### src/verilog/pclp_pkg.sv
/*
 * Package of the parallel configuration load port: timing counts, scheme
 * encodings and the state carriers shared by the loader and its serializer.
 * Assumes a 25 MHz system clock.
 */
package pclp_pkg;
    localparam int CLK_PERIOD_NS = 40;
    localparam int BUSY_MAX_NS = 4000;
    localparam int BUSY_MAX_CYC = BUSY_MAX_NS / CLK_PERIOD_NS;
    localparam int STATUS_MAX_NS = 1000;
    localparam int STATUS_MAX_CYC = STATUS_MAX_NS / CLK_PERIOD_NS;
    localparam int SER_HALF_NS = 80;
    localparam int SER_HALF_CYC = (SER_HALF_NS + CLK_PERIOD_NS - 1) / CLK_PERIOD_NS;
    localparam int BITS_PER_BYTE = 8;
    localparam logic [7:0] BYTE_RST = 8'h00;
    localparam logic [3:0] BITCNT_RST = 4'h0;

    typedef enum logic {PCLP_SYNC, PCLP_ASYNC} pclp_scheme_t;

    typedef struct packed {
        logic [7:0] data;
        logic valid;
    } pclp_byte_t;

    typedef struct packed {
        logic bit_val;
        logic valid;
    } pclp_bit_t;
endpackage : pclp_pkg

### src/verilog/pclp_serializer.sv
/*
 * Byte serializer of the configuration load port. Shifts a loaded byte out
 * LSB first, one bit per falling edge of the internal serializing clock, or of the host clock in external mode.
 * Assumes load only while idle; ce freezes all state.
 */
`timescale 1ns/1ps
module pclp_serializer (
    input wire logic sys_clk_i,
    input wire logic rst_i,
    input wire logic ce_i,
    input wire pclp_pkg::pclp_byte_t load_i,
    input wire logic ext_fall_i,
    input wire logic use_ext_i,
    output pclp_pkg::pclp_bit_t bit_o,
    output logic busy_o,
    output logic done_o
);
    typedef struct packed {
        logic [7:0] shreg;
        logic [3:0] left;
        logic [1:0] div;
        logic sclk;
        pclp_pkg::pclp_bit_t bit_out;
        logic last;
    } pclp_ser_st_t;

    pclp_ser_st_t st;
    pclp_ser_st_t next_st;
    logic fall;

    // The divider is two bits wide, so longer half periods cannot be served.
    if (pclp_pkg::SER_HALF_CYC < 1 || pclp_pkg::SER_HALF_CYC > 4) begin : g_bad_half
        $error("SER_HALF_CYC must fit the two-bit divider");
    end

    // Internal oscillator toggles every SER_HALF_CYC cycles; the external mode
    // follows falling edges of the host clock instead.
    always_comb begin
        next_st = st;
        next_st.bit_out.valid = 1'b0;
        next_st.last = 1'b0;
        fall = 1'b0;
        if (use_ext_i) begin
            fall = ext_fall_i;
        end else if (st.left != pclp_pkg::BITCNT_RST) begin
            if (st.div == 2'(pclp_pkg::SER_HALF_CYC - 1)) begin
                next_st.div = 2'h0;
                next_st.sclk = ~st.sclk;
                fall = st.sclk;
            end else begin
                next_st.div = st.div + 2'h1;
            end
        end
        if (load_i.valid) begin
            next_st.shreg = load_i.data;
            next_st.left = 4'(pclp_pkg::BITS_PER_BYTE);
            next_st.div = 2'h0;
            next_st.sclk = 1'b1;
        end else if (fall && st.left != pclp_pkg::BITCNT_RST) begin
            next_st.bit_out.bit_val = st.shreg[0];
            next_st.bit_out.valid = 1'b1;
            next_st.shreg = {1'b0, st.shreg[7:1]};
            next_st.left = st.left - 4'h1;
            next_st.last = (st.left == 4'h1);
        end
    end

    always_ff @(posedge sys_clk_i or posedge rst_i) begin
        if (rst_i) begin
            st <= '0;
        end else if (ce_i) begin
            st <= next_st;
        end
    end

    assign bit_o = st.bit_out;
    assign busy_o = (st.left != pclp_pkg::BITCNT_RST);
    assign done_o = st.last;
endmodule : pclp_serializer

### src/verilog/pclp_top.sv
/*
 * Parallel configuration load port, device side. Takes configuration bytes
 * in the synchronous scheme (host config clock) or the asynchronous scheme
 * (chip selects and write strobe), serializes them and reports ready/busy.
 * Assumes pins are asynchronous; all but scheme_async_i pass a two-stage synchronizer; the
 * restart pin is sampled too, and the system reset rst_i is separate.
 */
// Operation
// - Sync: capture on rise, shift eight falls.
// - Sync: new byte every eighth rising edge.
// - Async writes only while both selects asserted.
// - Async: capture on write rise, serialize internally.
// - Busy low within 50 ns, held processing; here three clocks (up to 120 ns) after write rise.
// - Ready returns on eighth internal falling edge.
// - Busy indication lasts at most 4 us.
// - Read strobe puts ready on bit 7.
// - Load complete rises after all data loaded.
// - Restart low drops status and complete quickly.
`timescale 1ns/1ps
module pclp_top #(
    parameter int TOTAL_BYTES = 16
) (
    input wire logic sys_clk_i,
    input wire logic rst_i,
    input wire logic ce_i,
    input wire logic scheme_async_i,
    input wire logic restart_n_i,
    input wire logic config_clock_i,
    input wire logic [7:0] data_i,
    input wire logic select_low_i,
    input wire logic select_high_i,
    input wire logic write_strobe_n_i,
    input wire logic read_strobe_n_i,
    output logic byte_in_bit7_o,
    output logic byte_in_bit7_oe_o,
    output logic ready_busy_o,
    output logic load_status_n_o,
    output logic load_complete_o,
    output logic serial_bit_o,
    output logic serial_valid_o
);
    localparam int CNT_W = $clog2(TOTAL_BYTES + 1);

    // A load of zero bytes could never raise completion, so refuse it.
    if (TOTAL_BYTES < 1) begin : g_bad_total
        $error("TOTAL_BYTES must be at least one");
    end

    typedef enum logic [1:0] {PCLP_RESTART, PCLP_LOADING, PCLP_DONE} pclp_state_t;

    typedef struct packed {
        logic [1:0] s_rst;
        logic [1:0] s_clk;
        logic [1:0] s_ws;
        logic [1:0] s_rs;
        logic [1:0] s_csl;
        logic [1:0] s_csh;
        logic [15:0] s_dat;
        logic clk_d;
        logic ws_d;
        logic [2:0] phase;
        logic [CNT_W-1:0] bytes;
        pclp_state_t state;
        logic ready;
        logic status_n;
        logic complete;
        logic d7;
        logic d7_oe;
        logic ser_bit;
        logic ser_val;
        pclp_pkg::pclp_byte_t load;
    } pclp_st_t;

    pclp_st_t st;
    pclp_st_t next_st;
    pclp_pkg::pclp_bit_t ser_bit;
    logic ser_done;

    // Sync and async falls or completions all flow through the serializer.
    pclp_serializer u_ser (
        .sys_clk_i(sys_clk_i),
        .rst_i(rst_i),
        .ce_i(ce_i),
        .load_i(st.load),
        .ext_fall_i(st.clk_d && !st.s_clk[1]),
        .use_ext_i(!scheme_async_i),
        .bit_o(ser_bit),
        .busy_o(),
        .done_o(ser_done)
    );

    function automatic logic rose(input logic now, input logic was);
        rose = now && !was;
    endfunction : rose

    // Main sequencing: synchronizers, byte capture, handshake and completion.
    always_comb begin
        logic sel;
        logic ws_rise;
        sel = 1'b0;
        ws_rise = 1'b0;
        next_st = st;
        next_st.s_rst = {st.s_rst[0], restart_n_i};
        next_st.s_clk = {st.s_clk[0], config_clock_i};
        next_st.s_ws = {st.s_ws[0], write_strobe_n_i};
        next_st.s_rs = {st.s_rs[0], read_strobe_n_i};
        next_st.s_csl = {st.s_csl[0], select_low_i};
        next_st.s_csh = {st.s_csh[0], select_high_i};
        next_st.s_dat = {st.s_dat[7:0], data_i};
        next_st.clk_d = st.s_clk[1];
        next_st.ws_d = st.s_ws[1];
        next_st.load.valid = 1'b0;
        next_st.ser_bit = ser_bit.bit_val;
        next_st.ser_val = ser_bit.valid;
        sel = !st.s_csl[1] && st.s_csh[1];
        ws_rise = rose(st.s_ws[1], st.ws_d) && sel;
        // Read strobe drives ready onto bit 7 only while selected.
        next_st.d7_oe = sel && !st.s_rs[1] && scheme_async_i;
        next_st.d7 = st.ready;
        if (!st.s_rst[1]) begin
            next_st.state = PCLP_RESTART;
            next_st.status_n = 1'b0;
            next_st.complete = 1'b0;
            next_st.ready = 1'b1;
            next_st.phase = 3'h0;
            next_st.bytes = '0;
        end else begin
            next_st.status_n = 1'b1;
            unique case (st.state)
                PCLP_RESTART: begin
                    next_st.state = PCLP_LOADING;
                end
                PCLP_LOADING: begin
                    if (!scheme_async_i && rose(st.s_clk[1], st.clk_d)) begin
                        // Byte taken only on the first of each eight rising edges.
                        next_st.phase = st.phase + 3'h1;
                        if (st.phase == 3'h0) begin
                            next_st.load.data = st.s_dat[15:8];
                            next_st.load.valid = 1'b1;
                            next_st.bytes = st.bytes + CNT_W'(1);
                        end
                    end
                    if (scheme_async_i && ws_rise && st.ready) begin
                        next_st.load.data = st.s_dat[15:8];
                        next_st.load.valid = 1'b1;
                        next_st.ready = 1'b0;
                        next_st.bytes = st.bytes + CNT_W'(1);
                    end
                    if (ser_done) begin
                        next_st.ready = 1'b1;
                        if (st.bytes == CNT_W'(TOTAL_BYTES)) begin
                            next_st.state = PCLP_DONE;
                            next_st.complete = 1'b1;
                        end
                    end
                end
                PCLP_DONE: begin
                    next_st.complete = 1'b1;
                end
                default: begin
                    next_st.state = PCLP_RESTART;
                end
            endcase
        end
    end

    always_ff @(posedge sys_clk_i or posedge rst_i) begin
        if (rst_i) begin
            st <= '{s_rst: 2'h0, s_clk: 2'h0, s_ws: 2'h3, s_rs: 2'h3, s_csl: 2'h3,
                    s_csh: 2'h0, s_dat: 16'h0000, clk_d: 1'b0, ws_d: 1'b1,
                    phase: 3'h0, bytes: '0, state: PCLP_RESTART, ready: 1'b1,
                    status_n: 1'b0, complete: 1'b0, d7: 1'b0, d7_oe: 1'b0,
                    ser_bit: 1'b0, ser_val: 1'b0,
                    load: '{data: pclp_pkg::BYTE_RST, valid: 1'b0}};
        end else if (ce_i) begin
            st <= next_st;
        end
    end

    assign byte_in_bit7_o = st.d7;
    assign byte_in_bit7_oe_o = st.d7_oe;
    assign ready_busy_o = st.ready;
    assign load_status_n_o = st.status_n;
    assign load_complete_o = st.complete;
    assign serial_bit_o = st.ser_bit;
    assign serial_valid_o = st.ser_val;

    // Busy never outlasts the 4 us ceiling; counted in helper logic.
    logic [7:0] busy_cnt;
    always_ff @(posedge sys_clk_i or posedge rst_i) begin
        if (rst_i) begin
            busy_cnt <= 8'h00;
        end else if (ce_i) begin
            busy_cnt <= st.ready ? 8'h00 : busy_cnt + 8'h01;
        end
    end

    a_busy_bounded: assert property (@(posedge sys_clk_i) disable iff (rst_i)
        busy_cnt <= 8'(pclp_pkg::BUSY_MAX_CYC))
        else $error("busy held too long");
    a_busy_after_write: assert property (@(posedge sys_clk_i) disable iff (rst_i)
        ce_i && st.state == PCLP_LOADING && scheme_async_i && st.ready && st.s_rst[1]
        && rose(st.s_ws[1], st.ws_d) && !st.s_csl[1] && st.s_csh[1] |=> !ready_busy_o)
        else $error("busy not raised after write");
    a_restart_drop: assert property (@(posedge sys_clk_i) disable iff (rst_i)
        ce_i && !st.s_rst[1] |=> !load_status_n_o && !load_complete_o)
        else $error("restart did not drop status");
    a_bit7_release: assert property (@(posedge sys_clk_i) disable iff (rst_i)
        (st.s_csl[1] || !st.s_csh[1]) && ce_i |=> !byte_in_bit7_oe_o)
        else $error("bit 7 driven while unselected");
    a_bit7_status: assert property (@(posedge sys_clk_i) disable iff (rst_i)
        byte_in_bit7_oe_o && $stable(ready_busy_o) |-> byte_in_bit7_o == ready_busy_o)
        else $error("bit 7 does not carry ready");
    a_ready_return: assert property (@(posedge sys_clk_i) disable iff (rst_i)
        ce_i && ser_done && st.s_rst[1] |=> ready_busy_o)
        else $error("ready not restored");
    a_complete_hold: assert property (@(posedge sys_clk_i) disable iff (rst_i)
        load_complete_o && st.s_rst[1] && ce_i |=> load_complete_o)
        else $error("complete dropped without restart");
    a_sync_capture: assert property (@(posedge sys_clk_i) disable iff (rst_i)
        st.load.valid && !scheme_async_i |-> st.phase == 3'h1)
        else $error("sync byte taken off phase");
endmodule : pclp_top

### config.mk
export PLATFORM = sky130hd
export DESIGN_NAME = pclp_top
export DESIGN_NICKNAME = d
export VERILOG_FILES = /design/src/verilog/pclp_pkg.sv /design/src/verilog/pclp_serializer.sv /design/src/verilog/pclp_top.sv
export SDC_FILE = /design/constraint.sdc
export NUM_CORES = 1
export LEC_CHECK = 0
export ABC_AREA = 1
export BUFFER_PORTS_ARGS = -buffer_cell sky130_fd_sc_hd__buf_4
export CORE_UTILIZATION = 30
export DETAILED_ROUTE_END_ITERATION = 10
export GPL_ROUTABILITY_DRIVEN = 0
export SYNTH_ARGS = -nofsm -noshare
export SYNTH_HDL_FRONTEND = slang
export SYNTH_SLANG_ARGS = --single-unit
### constraint.sdc
create_clock -name sys_clk_i -period 2.1 [get_ports sys_clk_i]
set_input_delay 0.315 -clock sys_clk_i [delete_from_list [all_inputs] [get_ports sys_clk_i]]
set_output_delay 0.315 -clock sys_clk_i [all_outputs]
set_load 0.02 [all_outputs]
Yosys cells after proc, flatten, opt, wreduce, memory -nomap -nowiden
Cells that the tools add are included.
Widths: inputs -> output; s select.
{ "op_classes": {"add_sub_neg": 4, "n_eq_ne": 14, "muxes": 30, "bitwise": 2, "reduce_logical": 36} }
{ "ops": {"columns": ["operator", "n"], "rows": [
  ["$mux 9", 3],
  ["$mux 12", 2],
  ["$mux 8", 2],
  ["$reduce_and 4->1", 4],
  ["$mux 13", 1],
  ["$mux 3", 4],
  ["$ne 3x1->1 const B", 4],
  ["$reduce_and 3->1", 4],
  ["$reduce_bool 2->1", 6],
  ["$logic_and 1x1->1", 11],
  ["$mux 1", 10],
  ["$mux 5", 2],
  ["$mux 2", 4],
  ["$logic_not 1->1", 6],
  ["$pmux 2 s3", 1],
  ["$add 5x1->5 const B", 1],
  ["$eq 5x5->1 const B", 1],
  ["$reduce_and 5->1", 1],
  ["$eq 2x1->1 const B", 2],
  ["$eq 4x1->1 const B", 1],
  ["$ne 2x1->1 const B", 2],
  ["$reduce_bool 4->1", 1],
  ["$sub 4x1->4 const B", 1],
  ["$add 3x1->3 const B", 1],
  ["other kinds (10)", 11]
]} }
{ "totals": {"regBits": 74, "input_bits": 18, "out_inout_bits": 7, "elab_cells": 114} }

Logic depth before layout (Yosys ltp)
Gate-level depths: netlist (run 1).
{ "depth": {"depth_word": 9, "depth_mapped": 10, "ltp_nobuf": 9} }

Hierarchy
From an unflattened synthesis (run 1), not the netlist that was laid out.
{ "unflattened": {"hier_cells": 412, "area_unflattened_um2": 3432.0} }
{ "by_module_without_submodules": {"columns": ["module", "instances", "cells_per_inst", "area_per_inst_um2", "seq_area_each_um2"], "rows": [
  ["pclp_top", 1, 281, 2456.1, 1411.4],
  ["pclp_serializer", 1, 131, 975.9, 450.4]
]} }

Least setup slack after synthesis (run 1)
OpenSTA, ideal clock, no wires.
{ "synth_path": {"path_type": "register to register", "from": "register st (netlist bit ready_busy_o)", "to": "register st[8] in the netlist's numbering", "setup_ns": 0.117, "arrival_ns": 1.270, "required_ns": 1.983, "path_slack_ns": 0.713, "path_stages_with_launch": 8, "path_buffers": 1, "synth_period_minus_slack_ns": 1.387, "path_cell_list": "dfstp_2 nand2_1 nand3b_2 nand2_4 nand2_4 buf_6 nand2_2 o21ai_2"} }
{ "synth_between": {"elab_chain_len": 3, "elab_cells_between_ends": 5, "cone_classes": "mux (1); reduce/logical (4)"} }
{ "synth_rtl": {"columns": ["element", "line_no", "text"], "rows": [
  ["from (decl)", "pclp_top.sv:74", "pclp_st_t st;"],
  ["from (signal assigned)", "pclp_top.sv:169", "st <= '{s_rst: 2'h0, s_clk: 2'h0, s_ws: 2'h3, s_rs: 2'h3, s_csl: 2'h3,"],
  ["from (signal assigned)", "pclp_top.sv:176", "st <= next_st;"],
  ["$logic_and 1x1->1 *", "pclp_top.sv:143", "if (scheme_async_i && ws_rise && st.ready) begin"],
  ["$reduce_bool 2->1 (no line)", null, null],
  ["$reduce_and 5->1 (no line)", null, null]
]} }
Every way passes the cells marked *; elsewhere a longest branch is shown, timed or not.
A chain may end at the register's enable or synchronous reset.

Worst setup path in the final report (run 1)
{ "layout_path": {"from": "register u_ser.st[6] in the netlist's numbering", "to": "register u_ser.st[15] in the netlist's numbering"} }
{ "layout_between": {"elab_chain_len": 6} }
{ "layout_rtl": {"columns": ["element", "line_no", "text"], "rows": [
  ["from (decl)", "pclp_serializer.sv:27", "pclp_ser_st_t st;"],
  ["from (signal assigned)", "pclp_serializer.sv:72", "st <= next_st;"],
  ["$reduce_bool 4->1 *", "pclp_serializer.sv:45, pclp_serializer.sv:59", null],
  ["$mux 1", "pclp_serializer.sv:45", "end else if (st.left != pclp_pkg::BITCNT_RST) begin"],
  ["$mux 1", "pclp_serializer.sv:43", "if (use_ext_i) begin"],
  ["$logic_and 1x1->1 *", "pclp_serializer.sv:59", "end else if (fall && st.left != pclp_pkg::BITCNT_RST) begin"],
  ["$reduce_bool 2->1 (no line) *", null, null],
  ["$reduce_and 2->1 (no line) *", null, null]
]} }
Marked as above.

==> results of run 1 <==
## cell type report
class | instances | area [um2] | share of cell area, %
clock buffers | 10 | 239 | 5.92
clock inverters | 6 | 42.5 | 1.05
inverters | 32 | 124 | 3.07
multi-input cells | 292 | 1380 | 34.1
flip-flops and latches | 74 | 1860 | 46.1
well taps | 140 | 175 | 4.34
repair buffers | 27 | 215 | 5.33
## cells in the mapped netlist (2+ instances only)
master,instances,area (um2)
sky130_fd_sc_hd__a21oi_1,2,10.0
sky130_fd_sc_hd__buf_1,2,7.51
sky130_fd_sc_hd__buf_2,8,40.0
sky130_fd_sc_hd__buf_6,2,22.5
sky130_fd_sc_hd__clkbuf_1,5,18.8
sky130_fd_sc_hd__dfrtp_1,66,1650
sky130_fd_sc_hd__dfstp_2,8,210
sky130_fd_sc_hd__ha_1,7,87.6
sky130_fd_sc_hd__inv_1,28,105
sky130_fd_sc_hd__inv_2,4,15.0
sky130_fd_sc_hd__nand2_1,172,646
sky130_fd_sc_hd__nand2_2,2,12.5
sky130_fd_sc_hd__nand2_4,2,22.5
sky130_fd_sc_hd__nand3_1,46,230
sky130_fd_sc_hd__nand4_1,7,43.8
sky130_fd_sc_hd__nor2_1,12,45.0
sky130_fd_sc_hd__nor2_2,3,18.8
sky130_fd_sc_hd__nor2_4,3,33.8
sky130_fd_sc_hd__o21ai_0,23,115
sky130_fd_sc_hd__o21ai_2,6,52.6
sky130_fd_sc_hd__xor2_1,2,17.5
## cell families (layout without fill, tap and decap cells)
logic type                 after synthesis  count (layout)
and+or+nand+nor                        250             250
adders and majority gates                7               7
DFF                                     74              74
xor gates and xnor gates                 3               3
buffers and inverters                   49              75
AOI/OAI and AO/OA                       32              32
## per-stage QoR
| stage | hold WS (ps) | util [%] | power (mW) | cells |
|---|---|---|---|---|
| 2_1_floorplan | 410 | - | 2.29 | 415 |
| 3_3_place_gp | 397 | 34.0 | 2.45 | 565 |
| 3_5_place_dp | 405 | 34.0 | 2.48 | 565 |
| 4_1_cts | 59.9 | 36.6 | 3.92 | 581 |
| 5_1_grt | 86.8 | 36.6 | 4.10 | 581 |
| 6_report | 45.9 | 36.6 | 3.87 | 581 |
## per-layer routing
metal	track usage [%]	vias up	wire (um)
met4	5.90	0	158
met2	19.6	48	3040
met3	2.45	12	229
met1	16.6	1253	3280
met5	0	-	0
li1	-	1353	-
## state kept, by name, summed over array words and instances, names as in the netlist, 2 cells and up
| name | cells |
|---|---|
| st | 33 |
| next_st | 16 |
| u_ser.bit_o | 2 |
| u_ser.st | 15 |
## layout by cell type (no fill, tap or decap), drive strengths merged
cell type  Yosys  layout
nand2        176     176
dfrtp         66      66
nand3         47      47
inv           32      31
o21ai         30      30
buf           12      27
nor2          18      18
clkbuf         5      10
dfstp          8       8
nand4          7       7
ha             7       7
clkinv         0       4
clkinvlp       0       3
xor2           2       2
a21oi          2       2
nand3b         2       2
xnor2          1       1
## how the worst max path moves through the flow
| stage | from | end | slack [ps] | cells after the start |
|---|---|---|---|---|
| CTS | u_ser.st[6]$_DFFE_PP0P_ | u_ser.st[15]$_DFFE_PP0P_ | 430 | 6 |
| floorplan | ready_busy_o$_DFFE_PP1P_ | st[8]$_DFFE_PP0P_ | 710 | 7 |
| global route | u_ser.st[6]$_DFFE_PP0P_ | u_ser.st[15]$_DFFE_PP0P_ | 270 | 6 |
| global placement | u_ser.st[6]$_DFFE_PP0P_ | u_ser.st[6]$_DFFE_PP0P_ | 510 | 6 |
| detailed placement | u_ser.st[6]$_DFFE_PP0P_ | u_ser.st[15]$_DFFE_PP0P_ | 450 | 6 |
| finish | u_ser.st[6]$_DFFE_PP0P_ | u_ser.st[15]$_DFFE_PP0P_ | 420 | 6 |
## power by group
| part | switching, mW | internal (mW) | total (mW) |
|---|---|---|---|
| clock network | 0.576 | 0.830 | 1.41 |
| logic | 0.452 | 0.260 | 0.711 |
| registers | 0.132 | 1.62 | 1.75 |
==> metrics.log, run 1 <==
[metrics] first-pass GRT wire length: 11700 um
[metrics] CTS tree: yes
[metrics] compound-cell area share of the yosys netlist: 5.30%
[metrics] clock buffer count from CTS: 9
[metrics] vertical die dimension: about 110 um
[metrics] final setup violating endpoints: 0
[metrics] simple-gate portion of the synthesized area: about a third
[metrics] synthesized net count: 440
[metrics] share of synthesized area occupied by flip-flops and latches: 54.0%
[metrics] cell area after synthesis: 3450 um2
[metrics] setup skew after layout: 4.35 ps
[metrics] required time reported for the critical path endpoint: 2310 ps
[metrics] hold-fix buffer count after cts: 0
[metrics] remaining antenna violation count after routing: 0
[metrics] Post-Syn Area per Cell: 8.31 um2
[metrics] FF+latch count, synth: 74
[metrics] area of placed instances: 3750 um2
[metrics] Site Rows: 38
[metrics] data arrival time at the worst-slack endpoint: between 1500 and 2000 ps
[metrics] clock network latency to the later pin of the worst-skew pair: 330 ps
[metrics] critical setup path kind: flip-flop to flip-flop
[metrics] number of cells on the worst reg-to-reg path: 6
[metrics] number of cells produced by synthesis: between 400 and 500
[metrics] area added between synthesis and finish: 17.0%
[metrics] buffer count from post-CTS setup fixing: 0
[metrics] multiplexer fraction of the synthesized cell area: 0%
[metrics] number of H-tree levels: 3
[metrics] setup slack, reg-to-reg: 420 ps
[metrics] first-pass detailed-route iteration total: 4
[metrics] post-CTS sizing: 0
[metrics] core area: 11000 um2
[metrics] number of antenna violations at the first check in global routing: 0
[metrics] wire length after detailed routing: between 6000 and 7000 um
[metrics] critical path's top delay family: simple AND/OR/NAND/NOR gates
[metrics] Startpoint Class: flip-flop
[metrics] number of clock sinks: 74
[metrics] DIE WIDTH: between 100 and 150 um
[metrics] vias after detailed routing: ~2700
[metrics] RSZ-0062 raised after global routing: false
[metrics] part of the cycle the worst path needs: 79.9%
[metrics] cell-by-cell trace of the critical path: inv_1 > ha_1 > nand3_1 > nand4_1 > nand3_1 > nand2_1
[metrics] diode count: 0
[metrics] Least-Margin Pin Slew: 550 ps
[metrics] share of flip-flops with an asynchronous set or reset after synthesis: 100%
[metrics] static leakage: 2.08 nW
[metrics] CTS max path bufs: 2
[metrics] routed wirelength normalized by instance count: roughly 12 um
[metrics] largest family of logic cells by synthesized area: simple AND/OR/NAND/NOR gates
[metrics] count of routing violations after the opening detailed-route iteration: 119
[metrics] post-synthesis xor/xnor area fraction: 0.762%
[metrics] hold violation count in the final report: 0
[metrics] summed area of non-filler cells in the final layout: 4040 um2
[metrics] max-slew violation count: 0
[metrics] nature of the critical path endpoint: flip-flop
[metrics] worst-path cell with the longest stage delay: sky130_fd_sc_hd__nand4_1
[metrics] total negative slack: 0 ps
[metrics] largest net degree at the start of global routing: 53
[metrics] highest achievable clock rate: 0.596 GHz
[metrics] fin crit period: 1680 ps
[metrics] vias per cell: approximately 4.6
[metrics] Worst Path Buf+Inv: 1
[metrics] number of flops mapped to enable cells by yosys: 0
[metrics] post-synthesis share of cell area spent on full adders, half adders and majority gates: between 2 and 3%
[metrics] maximum fanout along the worst path: 12
[metrics] Die Area: around 12000 um2
[metrics] start of the worst register-to-register path: u_ser.st[6]$_DFFE_PP0P_
[metrics] outcome: complete, no violations
[metrics] warnings from Yosys: 0
[metrics] kind of path behind the tightest hold check: input port to async pin
[metrics] HPWL Detailed: 4510 um
[metrics] initial core utilization: 31.3%
[metrics] Post-route DRC: 0
[metrics] Slowest Stage Delay on Critical Path: 460 ps
[metrics] R2R Path End: u_ser.st[15]$_DFFE_PP0P_
[metrics] Global Route Usage Sum: 12.5%
[metrics] layout filler cell count: between 1000 and 1500
[metrics] via count of the first global-routing pass: 2601
[metrics] Root Buffer: sky130_fd_sc_hd__clkbuf_16
[metrics] worst setup slack after layout: 423 ps
[metrics] layout cell share with drive strength beyond 1: 16.8%
[metrics] GRT overflow: 0
[metrics] most common flop cell mapped by yosys: sky130_fd_sc_hd__dfrtp_1
[metrics] I/O Buffers: 24
[metrics] relative slew slack: 63.3%
[metrics] number of max-cap violations: 0
[metrics] cell area power density: 960 nW/um2
[metrics] library cells used by synthesis: 26
[metrics] worst ir drop on vdd: 0.491 mV
[metrics] number of nets in the layout: 461
[metrics] cell with the most instances on the worst path: sky130_fd_sc_hd__nand3_1
[metrics] pre-CTS WS: 447 ps
[metrics] I/O pin total: 25
[metrics] clock-pin transition on the worst setup and hold timing paths: 50 ps
Note: power is estimated with default switching activity, not from simulation.
==> run 2, diff against run 1 <==
- clock period: 2.1 -> 1.45 ns (I/O delays scaled with it)
==> metrics.log, run 2 (synthesis gave the netlist of run 1 again) <==
[metrics] outcome: complete, no violations
[metrics] hold violation count in the final report: 0 (unchanged)
[metrics] routed wirelength normalized by instance count: 11.8 um (+2.0%)
[metrics] vias after detailed routing: 2743 (+2.9%)
[metrics] worst hold margin: 88.1 ps (+42.2 ps)
[metrics] I/O pin total: 25 (unchanged)
[metrics] remaining antenna violation count after routing: 0 (unchanged)
[metrics] total design power: 5.92 mW (+53%)
[metrics] fin crit period: 1360 ps (-318 ps)
[metrics] number of clock sinks: 74 (unchanged)
[metrics] static leakage: 2.19 nW (+5.2%)
[metrics] number of H-tree levels: 3 (unchanged)
[metrics] Largest register FFs: 33 (unchanged)
[metrics] kind of path behind the tightest hold check: input port to flip-flop
[metrics] wire length after detailed routing: 7070 um (+5.3%)
[metrics] critical setup path kind: flip-flop to flip-flop
[metrics] final setup violating endpoints: 0 (unchanged)
[metrics] part of the cycle the worst path needs: 93.7% (+14 points)
[metrics] vertical die dimension: 109 um (unchanged)
[metrics] data arrival time at the worst-slack endpoint: 1580 ps (-310 ps)
[metrics] largest net degree at the start of global routing: 40 (-25%)
[metrics] number of cells on the worst reg-to-reg path: 9 (+3)
[metrics] core area: 11000 um2 (unchanged)
[metrics] initial core utilization: 31.3% (unchanged)
[metrics] layout cell share with drive strength beyond 1: 20.9% (+4.1 points)
[metrics] worst-path cell with the longest stage delay: sky130_fd_sc_hd__dfrtp_1
[metrics] worst setup slack after layout: 91.1 ps (-332 ps)
[metrics] diode count: 0 (unchanged)
[metrics] vias per cell: 4.57 (-0.37%)
[metrics] number of max-cap violations: 0 (unchanged)
[metrics] GRT overflow: 0 (unchanged)
[metrics] number of antenna violations at the first check in global routing: 0 (unchanged)
[metrics] worst ir drop on vdd: 0.600 mV (+22%)
[metrics] Least-Margin Pin Slew: 464 ps (-85.7 ps)
[metrics] max-slew violation count: 0 (unchanged)
[metrics] layout filler cell count: 1138 (-4.0%)
[metrics] I/O Buffers: 24 (unchanged)
[metrics] highest achievable clock rate: 0.736 GHz (+23%)
[metrics] Storage cell area: 1860 um2 (about the same)
[metrics] Global Route Usage Sum: 13.2% (+0.64 points)
[metrics] CTS tree: yes
[metrics] cell area power density: 1390 nW/um2 (+45%)
[metrics] DIE WIDTH: 109 um (unchanged)
[metrics] first-pass GRT wire length: 12200 um (+4.3%)
[metrics] number of nets in the layout: 480 (+4.1%)
[metrics] HPWL Detailed: 4980 um (+11%)
[metrics] CTS max path bufs: 2 (unchanged)
[metrics] commonest cells after routing, fill and taps aside: 170 x sky130_fd_sc_hd__nand2_1, 65 x sky130_fd_sc_hd__dfrtp_1, 45 x sky130_fd_sc_hd__nand3_1
[metrics] Site Rows: 38 (unchanged)
[metrics] top register by number of flip-flops: st
[metrics] area added between synthesis and finish: 23.1%
[metrics] post-layout utilization of the core: 38.5% (+1.9 points)
[metrics] setup skew after layout: 5.43 ps (+1.08 ps)
[metrics] count of routing violations after the opening detailed-route iteration: 118 (-0.84%)
[metrics] multi-input combinational cell area: 1410 um2 (+2.5%)
[metrics] relative slew slack: 69.0% (+5.7 points)
[metrics] clock buffer count from CTS: 9 (unchanged)
[metrics] Hold Path Depth: 3
[metrics] maximum fanout along the worst path: 8 (-4)
[metrics] Startpoint Class: flip-flop
[metrics] area of placed instances: 3890 um2 (+3.5%)
[metrics] Die Area: 11900 um2 (unchanged)
[metrics] pre-CTS WS: 46.7 ps (-401 ps)
[metrics] cell-by-cell trace of the critical path: inv_1 > ha_1 > inv_1 > nor2_1 > nand3_2 > nand2_4 > nand2_8 > nand2_1 > o21ai_2
[metrics] summed area of non-filler cells in the final layout: 4250 um2 (+5.2%)
[metrics] first-pass detailed-route iteration total: 4 (unchanged)
[metrics] Root Buffer: sky130_fd_sc_hd__clkbuf_16
[metrics] required time reported for the critical path endpoint: 1670 ps (-640 ps)
[metrics] Slowest Stage Delay on Critical Path: 390 ps (-70 ps)
[metrics] via count of the first global-routing pass: 2720 (+4.6%)
[metrics] cell with the most instances on the worst path: sky130_fd_sc_hd__inv_1
[metrics] clock network latency to the later pin of the worst-skew pair: 330 ps (about the same)
[metrics] Post-route DRC: 0 (unchanged)
[metrics] clock-pin transition on the worst setup and hold timing paths: 60 ps (about the same)
[metrics] nature of the critical path endpoint: flip-flop
[metrics] most common cell after layout, fill and taps aside: sky130_fd_sc_hd__nand2_1
-- run 2: cell types whose count changed in the layout (fill, tap and decap cells not counted), moves of 2 or more --
cell | previous run | this run
sky130_fd_sc_hd__buf_4 | 26 | 42
sky130_fd_sc_hd__clkinv_4 | 2 | 0
sky130_fd_sc_hd__nand2_1 | 172 | 170
sky130_fd_sc_hd__nand2_2 | 2 | 4
-- run 2: repair_timing --
action                                  4_1_cts  5_1_grt
hold buffers                                  1        0
gates resized for setup                       0        6
endpoints found under the setup margin        0       24
hold endpoints to repair                      9        0
setup buffers                                 0        1
-- run 2: routing by layer --
| metal | GRT usage [%] | share of wire (%) | vias up |
|---|---|---|---|
| li1 | - | - | 1396 |
| met1 | 16.7 | 48 | 1303 |
| met2 | 21.7 | 48 | 34 |
| met3 | 1.91 | 2.2 | 10 |
| met4 | 6.86 | 1.8 | 0 |
| met5 | 0 | 0 | - |
-- run 2: worst max-delay path: cells and delay by family (launching register included) --
| kind | cells | cell delay [ps] |
|---|---|---|
| AO/OA/AOI/OAI | 1 | 50 |
| adder cells (fa/ha/maj) | 1 | 140 |
| buffers and inverters | 2 | 130 |
| flip-flops | 1 | 390 |
| AND/OR/NAND/NOR | 5 | 530 |
-- run 2: path summary, 6_finish.rpt --
kind,start,endpoint,slack [ps]
max reg2reg,st[23]$_DFFE_PP0P_,st[6]$_DFFE_PP0P_,90
max,st[23]$_DFFE_PP0P_,st[6]$_DFFE_PP0P_,90
min in group asynchronous,rst_i,st[20]$_DFFE_PP0P_,480
max in group asynchronous,rst_i,st[38]$_DFFE_PP0P_,400
min,config_clock_i,next_st[53]$_DFFE_PP0P_,90
min reg2reg,next_st[49]$_DFFE_PP1P_,next_st[49]$_DFFE_PP1P_,460
-- run 2: stage by stage --
stage	setup TNS [ps]	std cells
5_1_grt	-184	600
6_report	0	600
4_1_cts	0	598
3_3_place_gp	0	581
3_5_place_dp	0	581
2_1_floorplan	0	415
-- run 2: layout make-up --
type / instances / area share [%]
flip-flops and latches: 74 / 43.9
multi-input cells: 293 / 33.3
repair buffers: 45 / 8.61
clock buffers: 11 / 5.95
well taps: 140 / 4.13
inverters: 32 / 2.92
clock inverters: 5 / 1.24
-- run 2: where the power goes --
| group | internal, mW | switching (mW) |
|---|---|---|
| Combinational | 0.445 | 0.699 |
| Sequential | 2.35 | 0.190 |
| Clock | 1.42 | 0.819 |
==> run 3, diff against run 2 <==
- ABC_AREA: 1 -> unset
==> metrics.log, run 3 <==
[metrics] net switching power of the design: 1.60 mW (-6.2%)
[metrics] commonest cells in the synthesized netlist: 66 x sky130_fd_sc_hd__dfrtp_1, 57 x sky130_fd_sc_hd__mux2_2, 14 x sky130_fd_sc_hd__inv_1, 9 x sky130_fd_sc_hd__nand2_1, 9 x sky130_fd_sc_hd__nor2_1
[metrics] I/O pin total: 25 (unchanged)
[metrics] number of cells produced by synthesis: 253 (-39%)
[metrics] Root Buffer: sky130_fd_sc_hd__clkbuf_8
[metrics] Post-Syn Area per Cell: 13.0 um2 (+57%)
[metrics] largest net degree at the start of global routing: 75 (+88%)
[metrics] Post-route DRC: 0 (unchanged)
[metrics] core area: 10500 um2 (-5.2%)
[metrics] HPWL Detailed: 4310 um (-13%)
[metrics] clock buffer count from CTS: 9 (unchanged)
[metrics] clock power share: 31.3% (-6.4 points)
[metrics] clock-pin transition on the worst setup and hold timing paths: 70 ps (about the same)
[metrics] DIE WIDTH: 107 um (-2.2%)
[metrics] part of the cycle the worst path needs: 121% (+27 points)
[metrics] I/O Buffers: 24 (unchanged)
[metrics] GRT overflow: 0 (unchanged)
[metrics] share of synthesized area occupied by flip-flops and latches: 56.5% (+2.5 points)
[metrics] library cells used by synthesis: 46 (+77%)
[metrics] most area-consuming cells after synthesis: sky130_fd_sc_hd__dfrtp_1 50%, sky130_fd_sc_hd__mux2_2 19%, sky130_fd_sc_hd__dfstp_2 6.4%
[metrics] first-pass detailed-route iteration total: 4 (unchanged)
[metrics] vias after detailed routing: 2171 (-21%)
[metrics] nature of the critical path endpoint: flip-flop
[metrics] Least-Margin Pin Slew: 394 ps (-70.3 ps)
[metrics] post-synth top area share: 50.2% (+2.3 points)
[metrics] CTS tree: yes
[metrics] Startpoint Class: flip-flop
[metrics] outcome: finished, violations left
[metrics] most repeated cell in the gate-level netlist after synthesis: sky130_fd_sc_hd__dfrtp_1
[metrics] worst-path cell with the longest stage delay: sky130_fd_sc_hd__dfrtp_1
[metrics] Die Area: 11400 um2 (-4.4%)
[metrics] kind of path behind the tightest hold check: input port to flip-flop
[metrics] highest achievable clock rate: 0.571 GHz (-22%)
[metrics] pre-CTS WS: -347 ps (-394 ps)
[metrics] count of routing violations after the opening detailed-route iteration: 102 (-14%)
[metrics] required time reported for the critical path endpoint: 1740 ps (+70 ps)
[metrics] initial core utilization: 31.5% (+0.21 points)
[metrics] dominant cell type by area after synthesis: sky130_fd_sc_hd__dfrtp_1
[metrics] wire length after detailed routing: 6150 um (-13%)
[metrics] warnings from Yosys: 0 (unchanged)
[metrics] non-filler instance count after layout: 465 (-23%)
[metrics] synthesized net count: 278 (-37%)
[metrics] failing checks: negative setup slack
[metrics] setup skew after layout: 9.20 ps (+3.77 ps)
[metrics] combinational share of power: 25.6% (+6.3 points)
[metrics] number of antenna violations at the first check in global routing: 0 (unchanged)
[metrics] first-pass GRT wire length: 10600 um (-13%)
[metrics] number of clock sinks: 74 (unchanged)
[metrics] max-slew violation count: 0 (unchanged)
[metrics] number of max-cap violations: 0 (unchanged)
[metrics] cell area power density: 1380 nW/um2 (-0.78%)
[metrics] Slowest Stage Delay on Critical Path: 390 ps (about the same)
[metrics] number of flops mapped to enable cells by yosys: 0 (unchanged)
[metrics] final setup violating endpoints: 33 (+33)
[metrics] Sw Share: 26.2% (-2.6 points)
[metrics] most common cell after layout, fill and taps aside: sky130_fd_sc_hd__dfrtp_1
[metrics] via count of the first global-routing pass: 2244 (-18%)
[metrics] total internal power: 4.51 mW (+7.0%)
[metrics] CTS max path bufs: 2 (unchanged)
[metrics] fin crit period: 1750 ps (+393 ps)
[metrics] number of nets in the layout: 350 (-27%)
[metrics] proportion of power drawn by flip-flops and latches: 43.2% (+0.3 points)
[metrics] relative slew slack: 73.7% (+4.8 points)
[metrics] layout cell share with drive strength beyond 1: 55.0% (+34 points)
[metrics] Global Route Usage Sum: 12.1% (-1.0 points)
[metrics] data arrival time at the worst-slack endpoint: 2040 ps (+460 ps)
[metrics] vertical die dimension: 107 um (-2.2%)
[metrics] share of flip-flops with an asynchronous set or reset after synthesis: 100% (unchanged)
[metrics] top register by number of flip-flops: st
[metrics] worst setup slack after layout: -302 ps (-393 ps)
[metrics] cell-by-cell trace of the critical path: or3b_4 > a211o_2 > buf_4 > or3_1 > nand3_1
[metrics] critical setup path kind: flip-flop to flip-flop
[metrics] clock network latency to the later pin of the worst-skew pair: 350 ps (+20 ps)
[metrics] FF+latch count, synth: 74 (unchanged)
[metrics] total negative slack: -6780 ps (-6780 ps)
[metrics] static leakage: 2.02 nW (-7.8%)
[metrics] Site Rows: 37 (-2.6%)
[metrics] Worst Path Buf+Inv: 1 (-1)
[metrics] area added between synthesis and finish: 34.1%
[metrics] most common flop cell mapped by yosys: sky130_fd_sc_hd__dfrtp_1
[metrics] number of H-tree levels: 3 (unchanged)
[metrics] RSZ-0062 raised after global routing: true
[metrics] critical path's top delay family: simple AND/OR/NAND/NOR gates
[metrics] maximum fanout along the worst path: 6 (-2)
[metrics] commonest cells after routing, fill and taps aside: 66 x sky130_fd_sc_hd__dfrtp_1, 65 x sky130_fd_sc_hd__buf_4, 41 x sky130_fd_sc_hd__mux2_2
[metrics] diode count: 0 (unchanged)
[metrics] routed wirelength normalized by instance count: 13.2 um (+12%)
[metrics] remaining antenna violation count after routing: 0 (unchanged)
[metrics] hold violation count in the final report: 0 (unchanged)
[metrics] post-layout utilization of the core: 42.2% (+3.7 points)
[metrics] Largest register FFs: 33 (unchanged)
[metrics] worst ir drop on vdd: 0.774 mV (+29%)
[metrics] vias per cell: 4.67 (+2.1%)
[metrics] # placed instances: 445 (-23%)
[metrics] cell area after synthesis: 3290 um2 (-4.5%)
## run 3: cell types whose count changed in the layout (fill, tap and decap cells not counted), sizes merged, moves of 4 or more
cell,change
a21oi,+4
buf,+27
inv,-18
mux2,+58
nand2,-168
nand2b,+5
nand3,-41
nand4,-6
nor2,-9
o21ai,-23
o31ai,+5
## run 3: path summary, 6_finish.rpt
path                                            start                    endpoint  slack [ps]  cells after the start
max in group asynchronous                       rst_i          st[47]$_DFFE_PP1P_         610                      4
hold reg to reg            u_ser.bit_o[0]$_DFFE_PP0P_  u_ser.bit_o[0]$_DFFE_PP0P_         490                      1
setup reg to reg              next_st[27]$_DFFE_PP0P_     u_ser.st[9]$_DFFE_PP0P_        -300                      5
hold / removal                          select_high_i     next_st[45]$_DFFE_PP0P_          90                      2
min in group asynchronous                       rst_i          st[24]$_DFFE_PP0P_         510                      4
setup / recovery              next_st[27]$_DFFE_PP0P_     u_ser.st[9]$_DFFE_PP0P_        -300                      5
## run 3: power by group through the flow
stage | Combinational, mW | Sequential (mW) | Clock (mW)
2_1_floorplan | 0.846 | 2.67 | 0
3_3_place_gp | 1.44 | 2.66 | 0
3_5_place_dp | 1.48 | 2.67 | 0
4_1_cts | 1.53 | 2.64 | 1.97
5_1_grt | 1.72 | 2.68 | 2.06
6_report | 1.56 | 2.64 | 1.91
## run 3: routing by layer
metal	track usage (%)	vias to the layer above	part of all wire (%)
li1	-	1046	-
met1	15.6	1086	47
met2	18.4	29	48
met3	4.01	10	2.8
met4	5.87	0	2.4
met5	0	-	0
## run 3: area by class of cell
type                            count  area (um2)
Fill cell                        1030        6050
Clock buffer                       10         138
Multi-Input combinational cell    154        1500
Tap cell                          136         170
Inverter                           14        56.3
Clock inverter                      5         103
Timing Repair Buffer               72         592
Sequential cell                    74        1860
## run 3: what timing repair did
| item | CTS | global route |
|---|---|---|
| endpoints found under the hold margin | 66 | 0 |
| endpoints found under the setup margin | 33 | 38 |
| setup buffers | 0 | 4 |
| hold buffers | 1 | 0 |
| pin swaps | 7 | 9 |
| resized for setup | 11 | 17 |
## run 3: metrics by stage
stage	cell area (um2)	total power, mW	hold WS (ps)
2_1_floorplan	3400	3.52	369
3_3_place_gp	4030	4.10	360
3_5_place_dp	4030	4.15	360
4_1_cts	4330	6.13	72.0
5_1_grt	4420	6.46	66.0
6_report	4420	6.11	89.9
## run 3: cells by family after synthesis
| logic type | count (synthesis) | synth area share (%) |
|---|---|---|
| adder cells (fa/ha/maj) | 7 | 2.66 |
| buffers and inverters | 25 | 3.61 |
| AO/OA/AOI/OAI | 35 | 7.56 |
| AND/OR/NAND/NOR | 51 | 8.82 |
| XOR/XNOR | 1 | 0.266 |
| multiplexers | 60 | 20.6 |
| flip-flops | 74 | 56.5 |
